### src/verilog/dcp_pkg.sv
// Constants and types for the drive control path selector
package dcp_pkg;
  localparam logic [4:0]  REG_CTRL     = 5'h00;
  localparam logic [4:0]  REG_CFG      = 5'h04;
  localparam logic [4:0]  REG_EXT1     = 5'h08;
  localparam logic [4:0]  REG_EXT2     = 5'h0c;
  localparam logic [4:0]  REG_TIMEOUT  = 5'h10;
  localparam logic [4:0]  REG_STATUS   = 5'h14;
  localparam logic [4:0]  REG_SLAVE    = 5'h18;
  localparam int          CW_LINK_CMD  = 0;
  localparam int          CW_LINK_REF  = 1;
  localparam int          CW_REF_SEL   = 4;
  localparam int          CW_FAR       = 10;
  localparam int          CW_TERM      = 11;
  localparam int          CFG_BASE_LO  = 0;
  localparam int          CFG_MEANS_LO = 4;
  localparam int          CFG_NEAR_LO  = 8;
  localparam int          CFG_FAR_LO   = 12;
  localparam int          CFG_SHOW     = 16;
  localparam int          CFG_ASCII    = 17;
  localparam int          ST_CLR_FAULT = 0;
  localparam logic [31:0] CTRL_RST     = 32'h0;
  localparam logic [31:0] CFG_RST      = 32'h0;
  localparam logic [15:0] EXT_RST      = 16'h0;
  localparam logic [15:0] TIMEOUT_RST  = 16'h0;
  localparam logic [7:0]  SLAVE_RST    = 8'h01;
  localparam logic [7:0]  BCAST_ADDR   = 8'h00;
  localparam logic [7:0]  MAX_SLAVE    = 8'hf7;
  localparam logic [7:0]  FN_READ_HOLD = 8'h03;
  localparam logic [7:0]  FN_WRITE_ONE = 8'h06;
  localparam logic [7:0]  FN_WRITE_MUL = 8'h10;
  localparam int          CLK_PERIOD_NS = 20;
  localparam int          MS_NS         = 1000000;
  localparam int          MS_CYCLES     = MS_NS / CLK_PERIOD_NS;

  typedef enum logic [1:0] {SRC_PAD, SRC_TERMINAL, SRC_LINK} dcp_src_t;
  typedef enum logic [2:0] {
    PATH_PAD_BOTH, PATH_TERMINAL_BOTH, PATH_PAD_CMD_TERM_REF,
    PATH_TERM_CMD_PAD_REF, PATH_BY_INPUT, PATH_BY_KEY, PATH_BY_LINK
  } dcp_base_t;
  typedef enum logic [1:0] {
    MODE_NONE, MODE_BY_INPUT, MODE_BY_FUNCTION_KEY, MODE_BY_LINK_BIT
  } dcp_means_t;
  typedef enum logic [1:0] {
    NEAR_PAD_BOTH, NEAR_LINK_BOTH, NEAR_NORMAL_REF_LINK_CMD,
    NEAR_NORMAL_NON_LINK
  } dcp_near_t;
  typedef enum logic [2:0] {
    FAR_TERMINAL_BOTH, FAR_PAD_REF_TERMINAL_CMD, FAR_TERMINAL_REF_PAD_CMD,
    FAR_NORMAL_REF_LINK_CMD, FAR_TERMINAL_CMD_LINK_REF, FAR_LINK_FULL
  } dcp_far_t;
  typedef struct packed {
    dcp_src_t ref_src;
    dcp_src_t cmd_src;
  } dcp_path_t;
  typedef struct packed {
    logic       valid;
    logic [7:0] addr;
    logic [7:0] func;
  } dcp_frame_t;
endpackage

### src/verilog/dcp_path_select.sv
// Control path selector with Avalon-MM register slave
module dcp_path_select import dcp_pkg::*; #(
  parameter int MS_CYC = MS_CYCLES
) (
  // Clock and reset
  input  wire logic        mclk,
  input  wire logic        rst,
  // Avalon-MM slave
  input  wire logic [4:0]  avs_address,
  input  wire logic        avs_read,
  input  wire logic        avs_write,
  input  wire logic [31:0] avs_writedata,
  input  wire logic [3:0]  avs_byteenable,
  output logic      [31:0] avs_readdata,
  output logic             avs_waitrequest,
  // Drive inputs
  input  wire logic        mode_in,
  input  wire logic        mode_key,
  input  wire logic        path_in,
  input  wire logic        path_key,
  input  wire logic        link_override_input,
  input  wire logic        pad_enhanced,
  // Decoded serial frame header
  input  wire dcp_frame_t  frm_i,
  output logic             frm_accept,
  output logic             frm_reply,
  output logic             frm_exception,
  // Selection results
  output dcp_path_t        path_q,
  output logic             ref_second,
  output logic      [15:0] ref_value,
  output logic             near_indicator,
  output logic             far_indicator,
  output logic             link_fault,
  output logic             show_addr,
  output logic             ascii_mode
);
  localparam int TW = $clog2(MS_CYC);
  generate
    if (MS_CYC < 2) begin : g_bad
      $error("MS_CYC must be at least 2");
    end
  endgenerate

  logic [31:0]   ctrl_q;
  logic [31:0]   cfg_q;
  logic [15:0]   ext1_q;
  logic [15:0]   ext2_q;
  logic [15:0]   timeout_q;
  logic [7:0]    slave_q;
  logic          ack_q;
  logic          far_q;
  logic          term_tog_q;
  logic [TW-1:0] tick_q;
  logic [15:0]   idle_q;
  logic          wr_en;
  logic          fault_set;
  dcp_path_t     path_d;
  dcp_path_t     base_p;
  dcp_path_t     link_p;
  dcp_base_t     base_sel;
  dcp_means_t    means;
  dcp_near_t     near_sel;
  dcp_far_t      far_sel;
  logic          lr_mode;
  logic          fn_ok;
  logic          for_us;

  function automatic logic [31:0] be_merge(input logic [31:0] old,
      input logic [31:0] nw, input logic [3:0] be);
    logic [31:0] r;
    r = old;
    for (int i = 0; i < 4; i++) begin
      if (be[i]) begin
        r[i*8 +: 8] = nw[i*8 +: 8];
      end
    end
    return r;
  endfunction
  function automatic logic [31:0] cfg_force(input logic [31:0] v);
    logic [31:0] r;
    r = v;
    if (dcp_far_t'(v[CFG_FAR_LO +: 3]) == FAR_LINK_FULL) begin
      r[CFG_NEAR_LO +: 2] = NEAR_NORMAL_NON_LINK;
    end else if (dcp_near_t'(v[CFG_NEAR_LO +: 2]) == NEAR_NORMAL_NON_LINK)
    begin
      r[CFG_FAR_LO +: 3] = FAR_LINK_FULL;
    end
    return r;
  endfunction

  function automatic dcp_path_t both(input dcp_src_t s);
    dcp_path_t p;
    p.ref_src = s;
    p.cmd_src = s;
    return p;
  endfunction
  // One wait state: request taken on the edge where ack_q is high
  assign avs_waitrequest = (avs_read | avs_write) & ~ack_q;
  assign wr_en           = avs_write & ack_q;

  always_ff @(posedge mclk or posedge rst) begin
    if (rst) begin
      ack_q <= 1'b0;
    end else begin
      ack_q <= (avs_read | avs_write) & ~ack_q;
    end
  end

  always_ff @(posedge mclk or posedge rst) begin
    if (rst) begin
      avs_readdata <= 32'h0;
    end else if (avs_read & ~ack_q) begin
      if (avs_address == REG_CTRL) begin
        avs_readdata <= ctrl_q;
      end else if (avs_address == REG_CFG) begin
        avs_readdata <= cfg_q;
      end else if (avs_address == REG_EXT1) begin
        avs_readdata <= {16'h0, ext1_q};
      end else if (avs_address == REG_EXT2) begin
        avs_readdata <= {16'h0, ext2_q};
      end else if (avs_address == REG_TIMEOUT) begin
        avs_readdata <= {16'h0, timeout_q};
      end else if (avs_address == REG_STATUS) begin
        avs_readdata <= {23'h0, show_addr, near_indicator, far_indicator,
                         ref_second, path_q, link_fault};
      end else if (avs_address == REG_SLAVE) begin
        avs_readdata <= {24'h0, slave_q};
      end else begin
        avs_readdata <= 32'h0;
      end
    end
  end

  always_ff @(posedge mclk or posedge rst) begin
    if (rst) begin
      ctrl_q    <= CTRL_RST;
      cfg_q     <= CFG_RST;
      ext1_q    <= EXT_RST;
      ext2_q    <= EXT_RST;
      timeout_q <= TIMEOUT_RST;
    end else if (wr_en) begin
      if (avs_address == REG_CTRL) begin
        ctrl_q <= be_merge(ctrl_q, avs_writedata, avs_byteenable);
      end else if (avs_address == REG_CFG) begin
        cfg_q <= cfg_force(be_merge(cfg_q, avs_writedata, avs_byteenable));
      end else if (avs_address == REG_EXT1) begin
        ext1_q <= 16'(be_merge({16'h0, ext1_q}, avs_writedata,
                               avs_byteenable));
      end else if (avs_address == REG_EXT2) begin
        ext2_q <= 16'(be_merge({16'h0, ext2_q}, avs_writedata,
                               avs_byteenable));
      end else if (avs_address == REG_TIMEOUT) begin
        timeout_q <= 16'(be_merge({16'h0, timeout_q}, avs_writedata,
                                  avs_byteenable));
      end
    end
  end
  always_ff @(posedge mclk or posedge rst) begin
    if (rst) begin
      slave_q <= SLAVE_RST;
    end else if (wr_en && avs_address == REG_SLAVE && avs_byteenable[0] &&
                 avs_writedata[7:0] != BCAST_ADDR &&
                 avs_writedata[7:0] <= MAX_SLAVE) begin
      slave_q <= avs_writedata[7:0];
    end
  end

  assign base_sel = dcp_base_t'(cfg_q[CFG_BASE_LO +: 3]);
  assign means    = dcp_means_t'(cfg_q[CFG_MEANS_LO +: 2]);
  assign near_sel = dcp_near_t'(cfg_q[CFG_NEAR_LO +: 2]);
  assign far_sel  = dcp_far_t'(cfg_q[CFG_FAR_LO +: 3]);
  assign lr_mode  = means != MODE_NONE;
  always_ff @(posedge mclk or posedge rst) begin
    if (rst) begin
      far_q <= 1'b0;
    end else begin
      case (means)
        MODE_BY_INPUT:        far_q <= mode_in;
        MODE_BY_FUNCTION_KEY: far_q <= far_q ^ mode_key;
        MODE_BY_LINK_BIT:     far_q <= ctrl_q[CW_FAR];
        default:              far_q <= 1'b0;
      endcase
    end
  end

  always_ff @(posedge mclk or posedge rst) begin
    if (rst) begin
      term_tog_q <= 1'b0;
    end else if (path_key) begin
      term_tog_q <= ~term_tog_q;
    end
  end
  // Base path; in PATH_BY_LINK, bit 11 chooses pad or terminal
  always_comb begin
    case (base_sel)
      PATH_TERMINAL_BOTH: base_p = both(SRC_TERMINAL);
      PATH_PAD_CMD_TERM_REF: begin
        base_p.ref_src = SRC_TERMINAL;
        base_p.cmd_src = SRC_PAD;
      end
      PATH_TERM_CMD_PAD_REF: begin
        base_p.ref_src = SRC_PAD;
        base_p.cmd_src = SRC_TERMINAL;
      end
      PATH_BY_INPUT: base_p = both(path_in ? SRC_TERMINAL : SRC_PAD);
      PATH_BY_KEY:   base_p = both(term_tog_q ? SRC_TERMINAL : SRC_PAD);
      PATH_BY_LINK:  base_p = both(ctrl_q[CW_TERM] ? SRC_TERMINAL : SRC_PAD);
      default:       base_p = both(SRC_PAD);
    endcase
  end
  // command bits hand paths to the link
  always_comb begin
    link_p = base_p;
    if (ctrl_q[CW_LINK_CMD]) begin
      link_p.cmd_src = SRC_LINK;
    end
    if (ctrl_q[CW_LINK_REF]) begin
      link_p.ref_src = SRC_LINK;
    end
  end
  // override only acts without the near/far scheme
  always_comb begin
    path_d = link_p;
    if (!lr_mode) begin
      // override reverts to the base path
      path_d = link_override_input ? base_p : link_p;
    end else if (!far_q) begin
      case (near_sel)
        NEAR_PAD_BOTH:  path_d = both(SRC_PAD);
        NEAR_LINK_BOTH: path_d = both(SRC_LINK);
        NEAR_NORMAL_REF_LINK_CMD: begin
          path_d.ref_src = base_p.ref_src;
          path_d.cmd_src = SRC_LINK;
        end
        default: path_d = link_p;
      endcase
    end else begin
      case (far_sel)
        FAR_TERMINAL_BOTH: path_d = both(SRC_TERMINAL);
        FAR_PAD_REF_TERMINAL_CMD: begin
          path_d.ref_src = SRC_PAD;
          path_d.cmd_src = SRC_TERMINAL;
        end
        FAR_TERMINAL_REF_PAD_CMD: begin
          path_d.ref_src = SRC_TERMINAL;
          path_d.cmd_src = SRC_PAD;
        end
        FAR_NORMAL_REF_LINK_CMD: begin
          path_d.ref_src = base_p.ref_src;
          path_d.cmd_src = SRC_LINK;
        end
        FAR_TERMINAL_CMD_LINK_REF: begin
          path_d.ref_src = SRC_LINK;
          path_d.cmd_src = SRC_TERMINAL;
        end
        default: path_d = link_p;
      endcase
    end
  end

  always_ff @(posedge mclk or posedge rst) begin
    if (rst) begin
      path_q         <= '{SRC_PAD, SRC_PAD};
      near_indicator <= 1'b0;
      far_indicator  <= 1'b0;
      show_addr      <= 1'b0;
      ascii_mode     <= 1'b0;
    end else begin
      path_q         <= path_d;
      near_indicator <= lr_mode & ~far_q;
      far_indicator  <= lr_mode & far_q;
      show_addr      <= pad_enhanced | cfg_q[CFG_SHOW];
      ascii_mode     <= cfg_q[CFG_ASCII];
    end
  end
  // external reference choice; holds last value otherwise
  always_ff @(posedge mclk or posedge rst) begin
    if (rst) begin
      ref_second <= 1'b0;
      ref_value  <= EXT_RST;
    end else begin
      ref_second <= ctrl_q[CW_REF_SEL];
      if (path_d.ref_src == SRC_LINK && !link_fault) begin
        ref_value <= ctrl_q[CW_REF_SEL] ? ext2_q : ext1_q;
      end
    end
  end
  // Millisecond tick and idle time since the last command word write
  always_ff @(posedge mclk or posedge rst) begin
    if (rst) begin
      tick_q <= '0;
      idle_q <= 16'h0;
    end else begin
      tick_q <= (tick_q == TW'(MS_CYC - 1)) ? '0 : tick_q + 1'b1;
      if (wr_en && avs_address == REG_CTRL) begin
        idle_q <= 16'h0;
      end else if (tick_q == TW'(MS_CYC - 1) && idle_q != 16'hffff) begin
        idle_q <= idle_q + 16'h1;
      end
    end
  end
  // fault only when a timeout is set; set wins over clear
  assign fault_set = timeout_q != 16'h0 && idle_q >= timeout_q &&
                     (path_q.ref_src == SRC_LINK ||
                      path_q.cmd_src == SRC_LINK);

  always_ff @(posedge mclk or posedge rst) begin
    if (rst) begin
      link_fault <= 1'b0;
    end else if (fault_set) begin
      link_fault <= 1'b1;
    end else if (wr_en && avs_address == REG_STATUS &&
                 avs_byteenable[0] && avs_writedata[ST_CLR_FAULT]) begin
      link_fault <= 1'b0;
    end
  end
  assign fn_ok  = frm_i.func == FN_READ_HOLD ||
                  frm_i.func == FN_WRITE_ONE ||
                  frm_i.func == FN_WRITE_MUL;
  assign for_us = frm_i.valid &&
                  (frm_i.addr == slave_q || frm_i.addr == BCAST_ADDR);

  always_ff @(posedge mclk or posedge rst) begin
    if (rst) begin
      frm_accept    <= 1'b0;
      frm_reply     <= 1'b0;
      frm_exception <= 1'b0;
    end else begin
      frm_accept    <= for_us & fn_ok;
      frm_reply     <= for_us & (frm_i.addr != BCAST_ADDR);
      frm_exception <= for_us & ~fn_ok & (frm_i.addr != BCAST_ADDR);
    end
  end
endmodule

### config.mk
export PLATFORM = sky130hd
export DESIGN_NAME = dcp_path_select
export DESIGN_NICKNAME = d
export VERILOG_FILES = /design/src/verilog/dcp_pkg.sv /design/src/verilog/dcp_path_select.sv
export SDC_FILE = /design/constraint.sdc
export NUM_CORES = 1
export LEC_CHECK = 0
export ABC_CLOCK_PERIOD_IN_PS = 6800
export BUFFER_PORTS_ARGS = -buffer_cell sky130_fd_sc_hd__buf_4
export CORE_MARGIN = 4
export CORE_UTILIZATION = 55
export CTS_BUF_LIST = sky130_fd_sc_hd__clkbuf_4 sky130_fd_sc_hd__clkbuf_8
export CTS_CLUSTER_DIAMETER = 120
export DETAILED_ROUTE_END_ITERATION = 7
export PLACE_DENSITY = 0.85
export SETUP_SLACK_MARGIN = 0.1
export SYNTH_ARGS = -nofsm -noshare
export SYNTH_HDL_FRONTEND = slang
export SYNTH_SLANG_ARGS = --single-unit
### constraint.sdc
create_clock -name mclk -period 6.8 [get_ports mclk]
set_clock_uncertainty 0.2 [all_clocks]
set_input_delay 0.68 -clock mclk [delete_from_list [all_inputs] [get_ports mclk]]
set_output_delay 0.68 -clock mclk [all_outputs]
set_load 0.02 [all_outputs]
==> results.tsv <==
stage	metric	value	unit
clock_network	total CTS buffers	37	
yosys	post-synth top area cell	dfrtp_1	
die	Chip Height	146.9	um
global_routing	first-pass GRT wire length	43.77	mm
setup_path	critical path peak fanout	9	
drt	routed wire length	27.16	mm
die	core area	0.01883	sq mm
die	I/O pin total	130	
sta	Final Hold Fails	0	
yosys	dominant synthesized flop cell	dfrtp_1	
place	dpl hpwl	18.94	mm
yosys	number of flops mapped to enable cells by yosys	0	
sta	Slew Viols, Final	0	
drt	via/cell ratio	6.050	
layout	fin area	0.01266	sq mm
sta	Final Setup Violations	0	
yosys	syn_area_per_cell	11.54	sq um
yosys	yosys warns	0	
clock_network	post-CTS setup buffer count	0	
global_routing	vias in the first global route	8197	
global_routing	initial antenna violation count	0	
clock_network	cts hold-fix bufs	0	
clock_network	clk_lat worst skew	0.54	ns
drt	DR DRC count	0	
setup_path	Critical Path RT	7.02	ns
setup_path	endpoint class of the critical path	flip-flop	
layout	layout cell share with drive strength beyond 1	0.3505	
pwr	Max VDD drop	203.8	uV
drt	antenna viol nets, final	0	
setup_path	worst-path cell chain	ha_1, nor2b_1, a211oi_1, o41ai_2, o211ai_2, buf_4, mux2_4	
sta	Fmax	374.6	MHz
clock_network	Root Driver	clkbuf_8	
place	Placed Cells	1279	
setup_path	Setup CP Type	reg2reg	
yosys	Seq/Total Area, Yosys	0.5099	
clock_network	H-tree depth	2	
layout	Finished Core Util	0.6722	
setup_path	CP delay by family, top	compound AO/OA/AOI/OAI gates	
sta	Slew HR	0.3299	
clock_network	CTS tree	yes	
global_routing	Overflow after GRT	0	
layout	Area growth syn-to-layout	19.36	%
yosys	syn_nets	1008	
sta	fin crit share	0.3926	
run_status	status	completed	
die	Rows	50	
yosys	top cells by area, synth	dfrtp_1, mux2_2, nor2_1, ha_1, a221oi_1	
clock_network	clock sink total	216	
yosys	top-area cell type share of the netlist area	0.5074	
yosys	post-synthesis async set-or-reset flop share	1.000	
die	Die ar.	0.02156	sq mm
sta	Worst-Margin Slew	1.005	ns
setup_path	crit path DAT	2.89	ns
pwr	cell area power density	265.4	mW/mm^2
pwr	leakage	6.055	nW
yosys	Unique masters post-synth	76	
flow_run	Max Cap Viol	0	
place	IO Port Bufs	129	
setup_path	peak per-stage delay on the critical path	0.44	ns
die	Die Wd	146.9	um
die	initial core utilization	0.5631	
setup_path	Buf/Inv on CP	1	
layout	Filler cells	1390	
sta	RSZ-0062 raised after global routing	false	
drt	per-cell routed wire length	20.16	um
global_routing	largest net degree at the start of global routing	188	
layout	Ant. Diodes	0	
layout	Post-Layout Cell Count	1347	
layout	NumNets Final	1147	
clock_network	cts repair resizes	0	
global_routing	GRT Util Overall	0.2508	
yosys	flops & latches, synth	216	
yosys	Cells after Synth	919	
drt	initial DRC count	681	
yosys	Mapped Area	0.01060	sq mm
hold_path	worst hold path type	in2async	
sta	setup ws final	4.130	ns
setup_path	Critical-path top delay cell	dfrtp_1	
drt	DR pass1 iterations	5	
place	dpl ws	3.721	ns
clock_network	CTS clk-pin slew, worst paths	0.06	ns
place	routability cong.	0.9475	
place	Placement Cell Area	0.01179	sq mm
clock_network	Clock Path Buffers	3	
sta	crit path time final	2.670	ns
setup_path	CP startpoint kind	flip-flop	
sta	setup TNS	0	ns
drt	vias	8149	
[flip-flops by register name, summed over array words and instances, names as in the netlist, 4 cells and up]
signal and flops:
ext1_q 16, timeout_q 16, slave_q 8, cfg_q 32, ref_value 16, path_q 4
ctrl_q 32, idle_q 16, avs_readdata 32, tick_q 16, ext2_q 16
[path summary, 6_finish.rpt]
path / cells after the start / startpoint / slack, ns / to
hold / removal: 2 / rst / 0.04 / frm_exception$_DFF_PP0_
hold reg to reg: 0 / cfg_q[17]$_DFFE_PP0P_ / 0.21 / ascii_mode$_DFF_PP0_
min in group mclk: 2 / path_key / 0.12 / term_tog_q$_DFFE_PP0P_
setup reg to reg: 7 / cfg_q[9]$_DFFE_PP0P_ / 4.13 / ref_value[3]$_DFFE_PP0P_
setup / recovery: 7 / cfg_q[9]$_DFFE_PP0P_ / 4.13 / ref_value[3]$_DFFE_PP0P_
max in group asynchronous: 3 / rst / 5.00 / cfg_q[30]$_DFFE_PP0P_
[worst register-to-register path: cells and delay by family (launching register included)]
family                     cells  cell delay [ns]
AOI/OAI and AO/OA              3             0.78
adders and majority gates      1             0.30
buffers and inverters          1             0.32
DFF                            1             0.44
muxes                          1             0.32
and+or+nand+nor                1             0.20
[cells in the mapped netlist (3+ instances only)]
cell type and n:
buf_1 3, nor4_1 13, o22a_1 4, nand3_1 25
o41ai_1 5, nand2b_1 8, a31oi_1 8, nor2b_1 7
nor2_1 87, a222oi_1 3, xor2_1 14, dfrtp_1 215
mux2i_1 6, xnor2_1 16, a221oi_1 29, and3_1 10
a21bo_2 8, inv_1 43, nor2_8 3, buf_6 5
clkbuf_1 20, nor3_2 3, and2_1 5, a22oi_1 3
o211ai_1 9, nand4_1 9, nor3_1 10, mux2_2 135
mux2_4 10, or3_1 5, nand2_1 47, a21o_1 7
ha_1 21, a21boi_0 3, buf_2 7, a21oi_1 23
o21ai_0 24, a211oi_1 8, o22ai_1 11
[power by group]
group	leakage, nW	switching (mW)	internal (mW)	total (mW)
sequential	2.84	0.125	1.41	1.53
combinational	2.76	0.269	0.230	0.498
clock	0.461	0.541	0.789	1.33
total	6.06	0.935	2.42	3.36
[layer usage]
metal | wire length (um) | global-route usage | vias up
met5 | 0 | 0 | -
met4 | 717 | 0.09219 | 0
met3 | 2118 | 0.05275 | 67
met2 | 13170 | 0.4054 | 321
met1 | 11140 | 0.3365 | 4109
li1 | - | - | 3652
[logic make-up (layout without fill, tap and decap cells)]
family,Yosys count,after routing,synth area share
xor gates and xnor gates,30,30,0.02478
muxes,151,151,0.1632
DFF,216,216,0.5099
buffers and inverters,80,248,0.03280
adders and majority gates,21,21,0.02478
AOI/OAI and AO/OA,168,168,0.1168
and+or+nand+nor,253,253,0.1278
[through the flow]
step,total power [mW],hold slack (ns)
finish,3.360,0.04042
global route,3.503,0.08479
CTS,3.380,0.04556
detailed placement,2.044,0.1933
global placement,2.021,0.1930
floorplan,1.830,0.1519
[placed cells by master, fill, tap and decap left out, types with 3 or more instances in the layout]
cell type,Yosys,final
o211ai_1,9,9
dfrtp_1,215,215
nor3_1,10,10
nor2b_1,7,6
mux2_4,10,10
nor2_8,3,3
o21ai_0,24,24
o41ai_1,5,5
o22a_1,4,4
a21oi_1,23,23
nor2_1,87,87
a211oi_1,8,8
nor3_2,3,3
xnor2_1,16,16
clkbuf_4,0,7
clkbuf_8,0,51
nand2b_1,8,8
a21bo_2,8,8
and3_1,10,10
a21o_1,7,7
nand2_1,47,47
nor4_1,13,12
a21boi_0,3,3
mux2_2,135,135
a221oi_1,29,29
mux2i_1,6,6
buf_4,0,135
a22oi_1,3,3
clkinv_2,0,6
nand3_1,25,25
a222oi_1,3,3
ha_1,21,21
xor2_1,14,14
nand4_1,9,9
a31oi_1,8,8
o22ai_1,11,11
inv_1,43,42
or3_1,5,5
and2_1,5,5
[cell type report]
| class | count | area (sq um) | share of cell area |
|---|---|---|---|
| Multi-Input combinational cell | 623 | 4858 | 0.3838 |
| Timing Repair Buffer | 136 | 1033 | 0.08165 |
| Inverter | 44 | 168.9 | 0.01335 |
| Tap cell | 260 | 325.3 | 0.02570 |
| Clock buffer | 58 | 754.5 | 0.05961 |
| Sequential cell | 216 | 5406 | 0.4271 |
| Clock inverter | 10 | 110.1 | 0.008699 |
Power figures use the tool's default switching activity.
